$ cat config.mk
export PLATFORM = sky130hd
export DESIGN_NAME = fast_parallel_config_port
export DESIGN_NICKNAME = d
export VERILOG_FILES = /design/src/hw/fpl_pkg.sv /design/src/hw/sync_if.sv /design/src/hw/fast_parallel_config_port.sv /design/src/hw/pin_sync.sv
export SDC_FILE = /design/constraint.sdc
export NUM_CORES = 1
export LEC_CHECK = 0
export ABC_CLOCK_PERIOD_IN_PS = 3700
export BUFFER_PORTS_ARGS = -buffer_cell sky130_fd_sc_hd__buf_2
export CAP_MARGIN = 40
export CORE_MARGIN = 2
export CORE_UTILIZATION = 48
export DETAILED_ROUTE_END_ITERATION = 7
export GPL_TIMING_DRIVEN = 1
export PLACE_DENSITY = 0.71
export SYNTH_ARGS = -nofsm -noshare
export SYNTH_HDL_FRONTEND = slang
export SYNTH_SLANG_ARGS = --single-unit
export TNS_END_PERCENT = 10
$ cat constraint.sdc
create_clock -name clk_sys_i -period 3.7 [get_ports clk_sys_i]
set_input_delay 0.185 -clock clk_sys_i [delete_from_list [all_inputs] [get_ports clk_sys_i]]
set_output_delay 0.185 -clock clk_sys_i [all_outputs]
set_load 0.02 [all_outputs]
$ cat src/hw/fpl_pkg.sv
package fpl_pkg;

  // ==========================================================
  // Register map (byte addresses)
  localparam logic [7:0] CTRL_OFS    = 8'h00;
  localparam logic [7:0] LEN_OFS     = 8'h04;
  localparam logic [7:0] STATUS_OFS  = 8'h08;
  localparam logic [7:0] WCOUNT_OFS  = 8'h0C;
  localparam logic [7:0] LASTW_OFS   = 8'h10;

  // ==========================================================
  // Control and status field positions
  localparam int CTRL_EN_BIT      = 0;
  localparam int CTRL_WIDTH_LSB   = 1;
  localparam int CTRL_DECOMP_BIT  = 3;
  localparam int CTRL_SECURE_BIT  = 4;
  localparam int CTRL_USRCLK_BIT  = 5;
  localparam int STAT_DONE_BIT    = 3;
  localparam int STAT_USER_BIT    = 4;
  localparam int STAT_ERR_BIT     = 5;

  localparam logic [5:0]  CTRL_RST = 6'h05;
  localparam logic [31:0] LEN_RST  = 32'h0000_0001;

  // ==========================================================
  // Bus width modes
  localparam logic [1:0] WIDTH_8  = 2'h0;
  localparam logic [1:0] WIDTH_16 = 2'h1;

  // Clocks per word
  localparam logic [3:0] RATIO_PLAIN  = 4'h1;
  localparam logic [3:0] RATIO_SECURE = 4'h4;
  localparam logic [3:0] RATIO_DECOMP = 4'h8;

  // ==========================================================
  // Timing
  localparam int SYS_PERIOD_NS     = 40;
  localparam int STATUS_MIN_US     = 268;
  localparam int STATUS_MIN_CYC    = (STATUS_MIN_US * 1000 + SYS_PERIOD_NS - 1) / SYS_PERIOD_NS;
  localparam int USER_MODE_MIN_US  = 175;
  localparam int USER_MODE_CYC     = (USER_MODE_MIN_US * 1000 + SYS_PERIOD_NS - 1) / SYS_PERIOD_NS;
  localparam int LOAD_CLK_MAX_PER_NS = 10;
  localparam int INITCLK_EN_NS     = 4 * LOAD_CLK_MAX_PER_NS;
  localparam int INITCLK_EN_RAW    = (INITCLK_EN_NS + SYS_PERIOD_NS - 1) / SYS_PERIOD_NS;
  localparam int INITCLK_EN_CYC    = (INITCLK_EN_RAW < 1) ? 1 : INITCLK_EN_RAW;
  localparam int INIT_CLK_EDGES    = 8576;

  typedef enum logic [2:0] {
    ST_IDLE,
    ST_CLEAR,
    ST_LOAD,
    ST_INIT,
    ST_USER
  } cfg_state_t;

endpackage

$ cat src/hw/sync_if.sv
`timescale 1ns/10ps
interface sync_if #(parameter int W = 1);
  logic [W-1:0] lvl;
  logic [W-1:0] rise;
  logic [W-1:0] fall;
  modport src (output lvl, output rise, output fall);
  modport dst (input lvl, input rise, input fall);
endinterface

$ cat src/hw/fast_parallel_config_port.sv
//   Function
// - Clocks per word: 1 plain, 4 security only, 8 whenever decompression on.
// - 8-bit mode uses data[7:0], 16-bit mode uses data[15:0].
// - Done and status go low within 600 ns of request falling; the code reacts to the request only while the enable bit is set.
// - Status held low 268 to 1506 us, released after request rises.
// - Words captured on a rising load_clock edge.
// - Internal init path enters user mode 175 to 437 us after done.
// - User init clock becomes active four max load_clock periods after done.
// - User init path reaches user mode after 8576 user init clock periods.
//
// The implementer's own choices: the register addresses and the APB interface to the registers.
`timescale 1ns/10ps
module fast_parallel_config_port #(
  parameter int DATA_W         = 32,
  parameter int STATUS_MIN_CYC = fpl_pkg::STATUS_MIN_CYC,
  parameter int USER_MODE_CYC  = fpl_pkg::USER_MODE_CYC,
  parameter int INIT_CLK_EDGES = fpl_pkg::INIT_CLK_EDGES
) (
  // Clock, reset, enable
  input  wire logic              clk_sys_i,
  input  wire logic              srst_i,
  input  wire logic              ce_i,
  // APB slave
  input  wire logic              psel_i,
  input  wire logic              penable_i,
  input  wire logic              pwrite_i,
  input  wire logic [7:0]        paddr_i,
  input  wire logic [31:0]       pwdata_i,
  output logic      [31:0]       prdata_o,
  output logic                   pready_o,
  output logic                   pslverr_o,
  // Configuration pins
  input  wire logic              config_req_n_i,
  input  wire logic              load_clock_i,
  input  wire logic              user_init_clock_i,
  input  wire logic [DATA_W-1:0] load_data_i,
  output logic                   status_n_o,
  output logic                   status_n_oe_o,
  output logic                   done_o,
  output logic                   user_mode_o,
  // Captured word stream
  output logic      [DATA_W-1:0] word_o,
  output logic                   word_valid_o
);

  // ==========================================================
  // Pin synchronisers
  sync_if #(.W(3))      ctl_s ();
  sync_if #(.W(DATA_W)) dat_s ();

  pin_sync #(.W(3), .INIT(3'h1)) u_ctl_sync (
    .clk_sys_i (clk_sys_i),
    .srst_i    (srst_i),
    .ce_i      (ce_i),
    .pin_i     ({user_init_clock_i, load_clock_i, config_req_n_i}),
    .s         (ctl_s)
  );

  pin_sync #(.W(DATA_W), .INIT('0)) u_dat_sync (
    .clk_sys_i (clk_sys_i),
    .srst_i    (srst_i),
    .ce_i      (ce_i),
    .pin_i     (load_data_i),
    .s         (dat_s)
  );

  logic req_lvl;
  logic req_fall;
  logic lclk_rise;
  logic uclk_rise;

  assign req_lvl   = ctl_s.lvl[0];
  assign req_fall  = ctl_s.fall[0];
  assign lclk_rise = ctl_s.rise[1];
  assign uclk_rise = ctl_s.rise[2];

  // ==========================================================
  // Registers
  fpl_pkg::cfg_state_t state_q;
  logic [5:0]          ctrl_q;
  logic [31:0]         len_q;
  logic [31:0]         wcnt_q;
  logic [DATA_W-1:0]   lastw_q;
  logic                err_q;
  logic [15:0]         tmr_q;
  logic [15:0]         uedge_q;
  logic [2:0]          phase_q;

  logic                wr_en;
  logic                rd_en;
  logic                addr_ok;

  assign wr_en   = psel_i & penable_i & pready_o & pwrite_i;
  assign rd_en   = psel_i & penable_i & ~pready_o;
  assign addr_ok = (paddr_i == fpl_pkg::CTRL_OFS) || (paddr_i == fpl_pkg::LEN_OFS) ||
                   (paddr_i == fpl_pkg::STATUS_OFS) || (paddr_i == fpl_pkg::WCOUNT_OFS) ||
                   (paddr_i == fpl_pkg::LASTW_OFS);

  // ==========================================================
  // Mode decode
  logic [3:0]        ratio;
  logic [2:0]        ratio_m1;
  logic [DATA_W-1:0] data_mask;
  logic              restart;

  always_comb
  begin
    if (ctrl_q[fpl_pkg::CTRL_DECOMP_BIT])
      ratio = fpl_pkg::RATIO_DECOMP;
    else if (ctrl_q[fpl_pkg::CTRL_SECURE_BIT])
      ratio = fpl_pkg::RATIO_SECURE;
    else
      ratio = fpl_pkg::RATIO_PLAIN;
  end

  assign ratio_m1 = 3'(ratio - 4'h1);

  always_comb
  begin
    unique case (ctrl_q[fpl_pkg::CTRL_WIDTH_LSB +: 2])
      fpl_pkg::WIDTH_8:  data_mask = DATA_W'(32'h0000_00FF);
      fpl_pkg::WIDTH_16: data_mask = DATA_W'(32'h0000_FFFF);
      default:           data_mask = '1;
    endcase
  end

  // restart on a new request pulse, only while the enable bit is set
  assign restart = req_fall & ctrl_q[fpl_pkg::CTRL_EN_BIT];

  // ==========================================================
  // APB slave: one wait state on every access
  always_ff @(posedge clk_sys_i)
  begin
    if (srst_i)
    begin
      pready_o  <= 1'b0;
      pslverr_o <= 1'b0;
      prdata_o  <= 32'h0000_0000;
    end
    else if (ce_i)
    begin
      pready_o  <= rd_en;
      pslverr_o <= rd_en & ~addr_ok;
      if (rd_en && !pwrite_i)
      begin
        unique case (paddr_i)
          fpl_pkg::CTRL_OFS:   prdata_o <= {26'h0, ctrl_q};
          fpl_pkg::LEN_OFS:    prdata_o <= len_q;
          fpl_pkg::STATUS_OFS: prdata_o <= {26'h0, err_q, user_mode_o, done_o, 3'(state_q)};
          fpl_pkg::WCOUNT_OFS: prdata_o <= wcnt_q;
          fpl_pkg::LASTW_OFS:  prdata_o <= 32'(lastw_q);
          default:             prdata_o <= 32'h0000_0000;
        endcase
      end
    end
  end

  always_ff @(posedge clk_sys_i)
  begin
    if (srst_i)
    begin
      ctrl_q <= fpl_pkg::CTRL_RST;
      len_q  <= fpl_pkg::LEN_RST;
    end
    else if (ce_i && wr_en)
    begin
      if (paddr_i == fpl_pkg::CTRL_OFS)
        ctrl_q <= pwdata_i[5:0];
      if (paddr_i == fpl_pkg::LEN_OFS)
        len_q <= pwdata_i;
    end
  end

  // sticky error, a new event beats the clear
  always_ff @(posedge clk_sys_i)
  begin
    if (srst_i)
      err_q <= 1'b0;
    else if (ce_i)
    begin
      if (restart && state_q == fpl_pkg::ST_LOAD)
        err_q <= 1'b1;
      else if (wr_en && paddr_i == fpl_pkg::STATUS_OFS && pwdata_i[fpl_pkg::STAT_ERR_BIT])
        err_q <= 1'b0;
    end
  end

  // ==========================================================
  // Configuration sequence
  logic        first_edge;
  logic        last_edge;
  logic [31:0] words_now;

  assign first_edge = (phase_q == 3'h0);
  assign last_edge  = (phase_q == ratio_m1);
  assign words_now  = wcnt_q + {31'h0, first_edge};

  always_ff @(posedge clk_sys_i)
  begin
    if (srst_i)
    begin
      state_q      <= fpl_pkg::ST_IDLE;
      tmr_q        <= 16'h0000;
      uedge_q      <= 16'h0000;
      phase_q      <= 3'h0;
      wcnt_q       <= 32'h0000_0000;
      lastw_q      <= '0;
      word_o       <= '0;
      word_valid_o <= 1'b0;
    end
    else if (ce_i)
    begin
      word_valid_o <= 1'b0;
      if (restart)
      begin
        state_q <= fpl_pkg::ST_CLEAR;
        tmr_q   <= 16'h0000;
        uedge_q <= 16'h0000;
        phase_q <= 3'h0;
        wcnt_q  <= 32'h0000_0000;
      end
      else
      begin
        unique case (state_q)
          fpl_pkg::ST_IDLE:
            tmr_q <= 16'h0000;
          fpl_pkg::ST_CLEAR:
          begin
            if (32'(tmr_q) < STATUS_MIN_CYC)
              tmr_q <= tmr_q + 16'h0001;
            // minimum low time, release once request is high
            else if (req_lvl)
              state_q <= fpl_pkg::ST_LOAD;
          end
          fpl_pkg::ST_LOAD:
          begin
            tmr_q <= 16'h0000;
            // act on load_clock rising edges only
            if (lclk_rise)
            begin
              phase_q <= last_edge ? 3'h0 : phase_q + 3'h1;
              if (first_edge)
              begin
                word_o       <= dat_s.lvl & data_mask;
                lastw_q      <= dat_s.lvl & data_mask;
                word_valid_o <= 1'b1;
                wcnt_q       <= words_now;
              end
              // spare edges finish the final word
              if (last_edge && words_now >= len_q)
                state_q <= fpl_pkg::ST_INIT;
            end
          end
          fpl_pkg::ST_INIT:
          begin
            if (ctrl_q[fpl_pkg::CTRL_USRCLK_BIT])
            begin
              if (32'(tmr_q) < fpl_pkg::INITCLK_EN_CYC)
                tmr_q <= tmr_q + 16'h0001;
              else if (32'(uedge_q) >= INIT_CLK_EDGES)
                state_q <= fpl_pkg::ST_USER;
              else if (uclk_rise)
                uedge_q <= uedge_q + 16'h0001;
            end
            else
            begin
              if (32'(tmr_q) >= USER_MODE_CYC - 1)
                state_q <= fpl_pkg::ST_USER;
              else
                tmr_q <= tmr_q + 16'h0001;
            end
          end
          fpl_pkg::ST_USER:
            tmr_q <= 16'h0000;
        endcase
      end
    end
  end

  // ==========================================================
  // Pin outputs, all registered
  always_ff @(posedge clk_sys_i)
  begin
    if (srst_i)
    begin
      status_n_o    <= 1'b1;
      status_n_oe_o <= 1'b0;
      done_o        <= 1'b0;
      user_mode_o   <= 1'b0;
    end
    else if (ce_i)
    begin
      status_n_o    <= 1'b0;
      status_n_oe_o <= restart || (state_q == fpl_pkg::ST_CLEAR && !(req_lvl && 32'(tmr_q) >= STATUS_MIN_CYC));
      done_o        <= !restart && (state_q == fpl_pkg::ST_INIT || state_q == fpl_pkg::ST_USER ||
                       (state_q == fpl_pkg::ST_LOAD && lclk_rise && last_edge && words_now >= len_q));
      user_mode_o   <= !restart && state_q == fpl_pkg::ST_USER;
    end
  end

endmodule

$ cat src/hw/pin_sync.sv
`timescale 1ns/10ps
module pin_sync #(
  parameter int           W    = 1,
  parameter logic [W-1:0] INIT = '0
) (
  // Clock, reset, enable
  input  wire logic         clk_sys_i,
  input  wire logic         srst_i,
  input  wire logic         ce_i,
  // Asynchronous pins
  input  wire logic [W-1:0] pin_i,
  // Synchronised view
  sync_if.src               s
);

  logic [W-1:0] meta_q;
  logic [W-1:0] sync_q;
  logic [W-1:0] dly_q;

  // ==========================================================
  // Two-stage synchroniser, then edge detection on stage two
  always_ff @(posedge clk_sys_i)
  begin
    if (srst_i)
    begin
      meta_q <= INIT;
      sync_q <= INIT;
      dly_q  <= INIT;
    end
    else if (ce_i)
    begin
      meta_q <= pin_i;
      sync_q <= meta_q;
      dly_q  <= sync_q;
    end
  end

  assign s.lvl  = sync_q;
  assign s.rise = sync_q & ~dly_q;
  assign s.fall = ~sync_q & dly_q;

endmodule

# [Word level (Yosys, flattened, before mapping)]
# Cells that the tools add are included.
[totals] register_bits=253 input_bits=81
[op_classes] n_reduce_logical=46 addsub=5 magnitude_cmp=6 n_bitwise=14 muxes=40 eq_ne=22
[ops] cell="two-way mux 16 bit" n=11
[ops] cell="case mux 32 bit (5 select lines)" n=1
[ops] cell="two-way mux 32 bit" n=4
[ops] cell="case mux 32 bit (2 select lines)" n=1
[ops] cell="case mux 16 bit (3 select lines)" n=1
[ops] cell="two-way mux 3 bit" n=15
[ops] cell="adder 16 x 1 -> 16 bit, second input constant" n=2
[ops] cell="adder 32 x 1 -> 32 bit" n=1
[ops] cell="AND 32 bit" n=1
[ops] cell="greater-or-equal comparator 16 x 13 -> 1 bit, second input constant" n=2
[ops] cell="greater-or-equal comparator 32 bit" n=1
[ops] cell="!= test 4 bit, second input constant" n=5
[ops] cell="== test 8 x 4 -> 1 bit, second input constant" n=2
[ops] cell="greater-or-equal comparator 16 x 14 -> 1 bit, second input constant" n=1
[ops] cell="< comparator 16 x 1 -> 1 bit, second input constant" n=1
[ops] cell="< comparator 16 x 13 -> 1 bit, second input constant" n=1
[ops] cell="nonzero test 2 bit" n=7
[ops] cell="logical AND 1 bit" n=13
[ops] cell="!= test 3 bit, second input constant" n=4
[ops] cell="case mux 3 bit (3 select lines)" n=1
[ops] cell="AND reduction 9 bit" n=1
[ops] cell="== test 8 x 3 -> 1 bit, second input constant" n=1
[ops] cell="== test 8 x 5 -> 1 bit, second input constant" n=1
[ops] cell="zero test 8 bit" n=1
[ops] cell="other kinds (25)" n=54

# [Depth between registers and ports, before layout]
[depth] ltp_word=9 depth_mapped=18

# [By module]
# Synthesis repeated with hierarchy kept, for this count alone.
[hier_totals] hier_cells=1600 area_unflattened_um2=13434.1
[modules_own_cells] mod="fast_parallel_config_port" n_inst=1 cells_each=1191 area_each_um2=9240.1 seq_area_each_um2=3603.5
[modules_own_cells] mod="pin_sync at u_dat_sync" n_inst=1 cells_each=374 area_each_um2=3827.4 seq_area_each_um2=1921.8
[modules_own_cells] mod="pin_sync at u_ctl_sync" n_inst=1 cells_each=35 area_each_um2=366.6 seq_area_each_um2=180.2

# [Worst setup path before layout]
# No wires, ideal clock.
[synth_timing] path_kind="register to register" from="register phase_q[0]" to="register done_o" stages_incl_launch_ff=19 required_time_ns=3.572 path_slack_ns=-0.168 t_arrival_ns=3.740 cell_sequence="dfxtp_1 -> inv_1 -> ha_1 -> nor2b_1 -> ha_1 -> ha_1 -> nand2_1 -> nor4_1 -> and3_1 -> clkbuf_1 -> nand3_1 -> xnor2_1 -> ha_1 -> nand4_1 -> nor2_1 -> a211o_1 -> o21a_1 -> nor4_1 -> o31ai_1"
[synth_between] elab_chain_len=6 elab_cells_between_ends=8
[synth_rtl] item="start: declaration" line_no="fast_parallel_config_port.sv:87" text="logic [2:0] phase_q;"
[synth_rtl] item="start signal: assignment" line_no="fast_parallel_config_port.sv:241" text="phase_q <= last_edge ? 3'h0 : phase_q + 3'h1;"
[synth_rtl] item="zero test 3 bit" line_no="fast_parallel_config_port.sv:194" text="assign first_edge = (phase_q == 3'h0);"
[synth_rtl] item="adder 32 x 1 -> 32 bit" line_no="fast_parallel_config_port.sv:196" text="assign words_now = wcnt_q + {31'h0, first_edge};"
[synth_rtl] item="greater-or-equal comparator 32 bit" line_no="fast_parallel_config_port.sv:296" text="(state_q == fpl_pkg::ST_LOAD && lclk_rise && last_edge && words_now >= len_q));"
[synth_rtl] item="logical AND 1 bit *" line_no="fast_parallel_config_port.sv:296"
[synth_rtl] item="logical OR 1 bit *" line_no="fast_parallel_config_port.sv:295" text="done_o <= !restart && (state_q == fpl_pkg::ST_INIT || state_q == fpl_pkg::ST_USER ||"
[synth_rtl] item="logical AND 1 bit *" line_no="fast_parallel_config_port.sv:295"
[synth_rtl] item="end signal: assignment" line_no="fast_parallel_config_port.sv:295"
[synth_rtl] item="end: declaration" line_no="fast_parallel_config_port.sv:39" text="output logic done_o,"
# Every way passes the cells marked *; elsewhere a longest branch is shown, timed or not.
# A chain may end at the register's enable or synchronous reset.

# [Worst setup path after layout]
[layout_timing] from="register phase_q[0]" to="register state_q[0]"
[layout_between] elab_chain_len=6 elab_cells_between_ends=7
[layout_rtl] item="zero test 3 bit" line_no="fast_parallel_config_port.sv:194"
[layout_rtl] item="adder 32 x 1 -> 32 bit" line_no="fast_parallel_config_port.sv:196"
[layout_rtl] item="greater-or-equal comparator 32 bit" line_no="fast_parallel_config_port.sv:250" text="if (last_edge && words_now >= len_q)"
[layout_rtl] item="logical AND 1 bit *" line_no="fast_parallel_config_port.sv:250"
[layout_rtl] item="!= test 3 bit (no line) *"
[layout_rtl] item="AND reduction 9 bit (no line) *"
[layout_rtl] item="end signal: assignment" line_no="fast_parallel_config_port.sv:251" text="state_q <= fpl_pkg::ST_INIT;"
[layout_rtl] item="end signal: assignment" line_no="fast_parallel_config_port.sv:261" text="state_q <= fpl_pkg::ST_USER;"
[layout_rtl] item="end signal: assignment" line_no="fast_parallel_config_port.sv:268" text="state_q <= fpl_pkg::ST_USER;"
[layout_rtl] item="end: declaration" line_no="fast_parallel_config_port.sv:79" text="fpl_pkg::cfg_state_t state_q;"
# Marks and branches as above.

==> flow_summary.yaml <==
cells_and_area:
  n_fill_cell: 2191
  nNetsFinal: 1788
  seqCellArea_um2: 5069
  areaGrowthSynthToFinish_pct: 22.13
  layout-drive-gt1-share_pct: 16.49
  fin_area_um2: 15030
  diodes: 0
  final_cells: 2016
  multi_input_area_um2: 6609
synthesis:
  yosysMostFrequentCell: "dfxtp_1"
  synth_area_leaders: "dfxtp_1 41%, mux2i_1 8.6%, nand2_1 5.7%"
  synth.avg_cell_area_um2: 8.275
  yosysUniqueCellTypes: 71
  synth_seq_area_share_pct: 41.16
  synthFlopType: "dfxtp_1"
  syn_area_um2: 12300
  synth-edff-count: 0
  async_reset_ff_share_pct: 0
  netlist.area_leader.share_pct: 41.16
  yosysTopAreaCell: "dfxtp_1"
  synth_fp_nets: 1609
  yosys-top-cells-count: "253 x dfxtp_1, 188 x nand2_1, 161 x nor2_1"
  yosys_warnings: 0
  syn_inst: 1487
  yosys_register_bits: 253
die:
  die_area_um2: 26930
  row_count: 58
  die_w_um: 164.1
  num_io_pins: 152
  core_um2: 25180
  die_h_um: 164.1
  initial_utilization_pct: 48.86
hold_path:
  min_path_type: "in -> reg"
  whs_path_depth: 2
cts:
  path_clk_slew_ns: 0.06
  cts_inserted_buffers: 27
  clock_path_buffers: 3
  worstSkewPairLatency_ns: 0.54
  htreeDepth: 1
  cts_tree: "built"
  cts_root_buffer: "clkbuf_16"
  cts.sink_count: 253
grt:
  antenna_found_initial: 2
  grt_max_degree: 177
  grt_pass1_vias: 10910
  grtUsageTotal_pct: 25.35
  grt-ovfl-total: 0
  grt_pass1_wl_mm: 55.66
power:
  ir_drop_mv: 0.3835
  p_leak_nw: 6.154
  power.density_nw_per_um2: 394.9
timing:
  max_freq_ghz: 0.2806
  relSlewSlack_pct: 44.31
  worst_pin_slew_ns: 0.8345
  clock_skew_ns: 0.007717
  hold_viol: 0
  rsz0062_at_grt: "yes"
  setup_viol_count_final: 0
  fin_crit_sh_pct: 96.31
  slew_violations: 0
  final.min_clock_period_ns: 3.563
critical_path:
  end_kind: "register"
  worstRegToRegCells: 18
  crit_path_cell_trace: "inv_2 > ha_1 > nor2b_2 > ha_2 > nand3_2 > buf_6 > nor4_4 > buf_4 > buf_12 > nand4_1 > xnor2_1 > ha_1 > nand4_1 > inv_1 > a221o_1 > a21o_1 > a31oi_1 > a31oi_1"
  crit_path_start_kind: "register"
  criticalPathCategory: "reg -> reg"
  cp.required_ns: 4.09
  slowest_stage: "a221o_1"
  cp.depth: 18
  crit_family: "simple AND/OR/NAND/NOR gates"
  max_stage_delay_ns: 0.39
  cp_num_buf_inv: 5
  arrival_ns: 3.95
  path_max_fanout: 7
placement:
  place_congestion: 0.8838
  io_buffers: 151
  hpwl_mm: 23.25
  place_area_um2: 13370
  placed_cells: 1897
drt:
  wl_mm: 34.39
  dr.pass1.iters: 8
  avgRoutedWirePerCell_um: 17.06
  drc: 0
  via_count: 11370
  ant_nets: 0
  drt_iter0_markers: 696
  viasPerCell: 5.641
outcome:
  status: "completed"
job:
  maxCapViolations: 0
## per-layer routing
metal  part of all wire [%]  track usage [%]
met5                  0.038                0
met4                    2.0            7.496
met3                    8.2            6.616
met2                     46            40.34
met1                     44            33.82
## final timing paths
kind                                start                 endpoint  slack [ns]
hold reg to reg   status_n_o$_SDFFE_PP1P_  status_n_o$_SDFFE_PP1P_        0.45
hold / removal                     srst_i   tmr_q[12]$_SDFFE_PP0P_        0.05
setup reg to reg  phase_q[0]$_SDFFE_PP0P_  state_q[0]$_SDFFE_PP0P_        0.14
setup / recovery  phase_q[0]$_SDFFE_PP0P_  state_q[0]$_SDFFE_PP0P_        0.14
## layout by cell type (no fill, tap or decap), types with 4 or more instances in the layout
master and count:
or4_1 14, clkbuf_8 9, nand4_1 18, or4b_2 9, and3_1 13, a31oi_1 12, mux2i_1 106, a22o_1 5
ha_1 40, buf_4 38, nand3_1 60, nand2b_1 5, a222oi_1 5, xor2_1 16, o31ai_1 8, o21a_1 6
inv_1 52, nand3b_1 6, a211oi_1 9, or3_1 20, nor3b_1 4, o21ai_0 78, o211ai_1 5, dfxtp_1 250
a21o_1 6, xnor2_1 16, nor4_1 6, and2_1 9, a21oi_1 135, nand2_1 187, nor3_1 20, dlygate4sd3_1 67
o2111ai_1 6, clkinv_2 5, clkbuf_16 27, buf_2 150, a22oi_1 31, nor2_1 160, mux2_2 4
## repair_timing
item | in CTS | in global routing
buffers inserted | 0 | 3
setup endpoints to repair | 0 | 2
hold buffers | 67 | 0
endpoints found under the hold margin | 73 | 0
gates resized for setup | 0 | 10
## flip-flops by register name (all words and copies together), names as in the netlist, 3 cells and up
signal,count
lastw_q,32
state_q,3
prdata_o,32
u_dat_sync.s.lvl,32
len_q,32
phase_q,3
uedge_q,16
wcnt_q,32
u_ctl_sync.s.lvl,3
u_ctl_sync.dly_q,3
tmr_q,16
u_ctl_sync.meta_q,3
u_dat_sync.meta_q,32
ctrl_q,6
## where the power goes
| part | total [W] | switching [W] | internal, W |
|---|---|---|---|
| clock | 0.00278 | 0.00112 | 0.00166 |
| combinational | 0.000365 | 0.000201 | 0.000164 |
| sequential | 0.00279 | 0.0000259 | 0.00277 |
## stage by stage
stage | setup WS [ns] | setup TNS [ns] | power, W | utilization (%) | hold slack (ns)
after floorplan | 0.02216 | 0 | 0.003046 | - | 0.3092
after global placement | 0.1601 | 0 | 0.003148 | 52.91 | 0.4175
after detailed placement | 0.08673 | 0 | 0.003157 | 53.10 | 0.4184
after CTS | 0.06063 | 0 | 0.005973 | 59.43 | 0.03816
after global routing | -0.05263 | -0.05263 | 0.006133 | 59.67 | 0.06665
final | 0.1365 | 0 | 0.005935 | 59.67 | 0.04566
## worst reg2reg max path: stages (launching register included)
cell and delay [ns]:
dfxtp_2 0.34, inv_2 0.07, ha_1 0.14, nor2b_2 0.16, ha_2 0.21, nand3_2 0.10
buf_6 0.16, nor4_4 0.32, buf_4 0.20, buf_12 0.10, nand4_1 0.16, xnor2_1 0.18
ha_1 0.30, nand4_1 0.10, inv_1 0.05, a221o_1 0.39, a21o_1 0.18, a31oi_1 0.16
a31oi_1 0.09
## cells by family after synthesis
kind of cell,after synthesis,synth area share (%)
simple gates,557,21.42
compound gates,328,16.19
flops,253,41.16
buf+inv,165,5.613
mux,111,9.172
fa+ha+maj,41,4.169
xor+xnor,32,2.278
## area by class of cell
type                       count  area share (%)
clock buffer                  39           5.396
multi-input combinational   1069           43.98
inverter                      54           1.349
sequential                   253           33.73
tap                          330           2.748
timing repair buffer         261           12.06
clock inverter                10          0.7411
No activity file was read; power rests on OpenSTA's default activity.
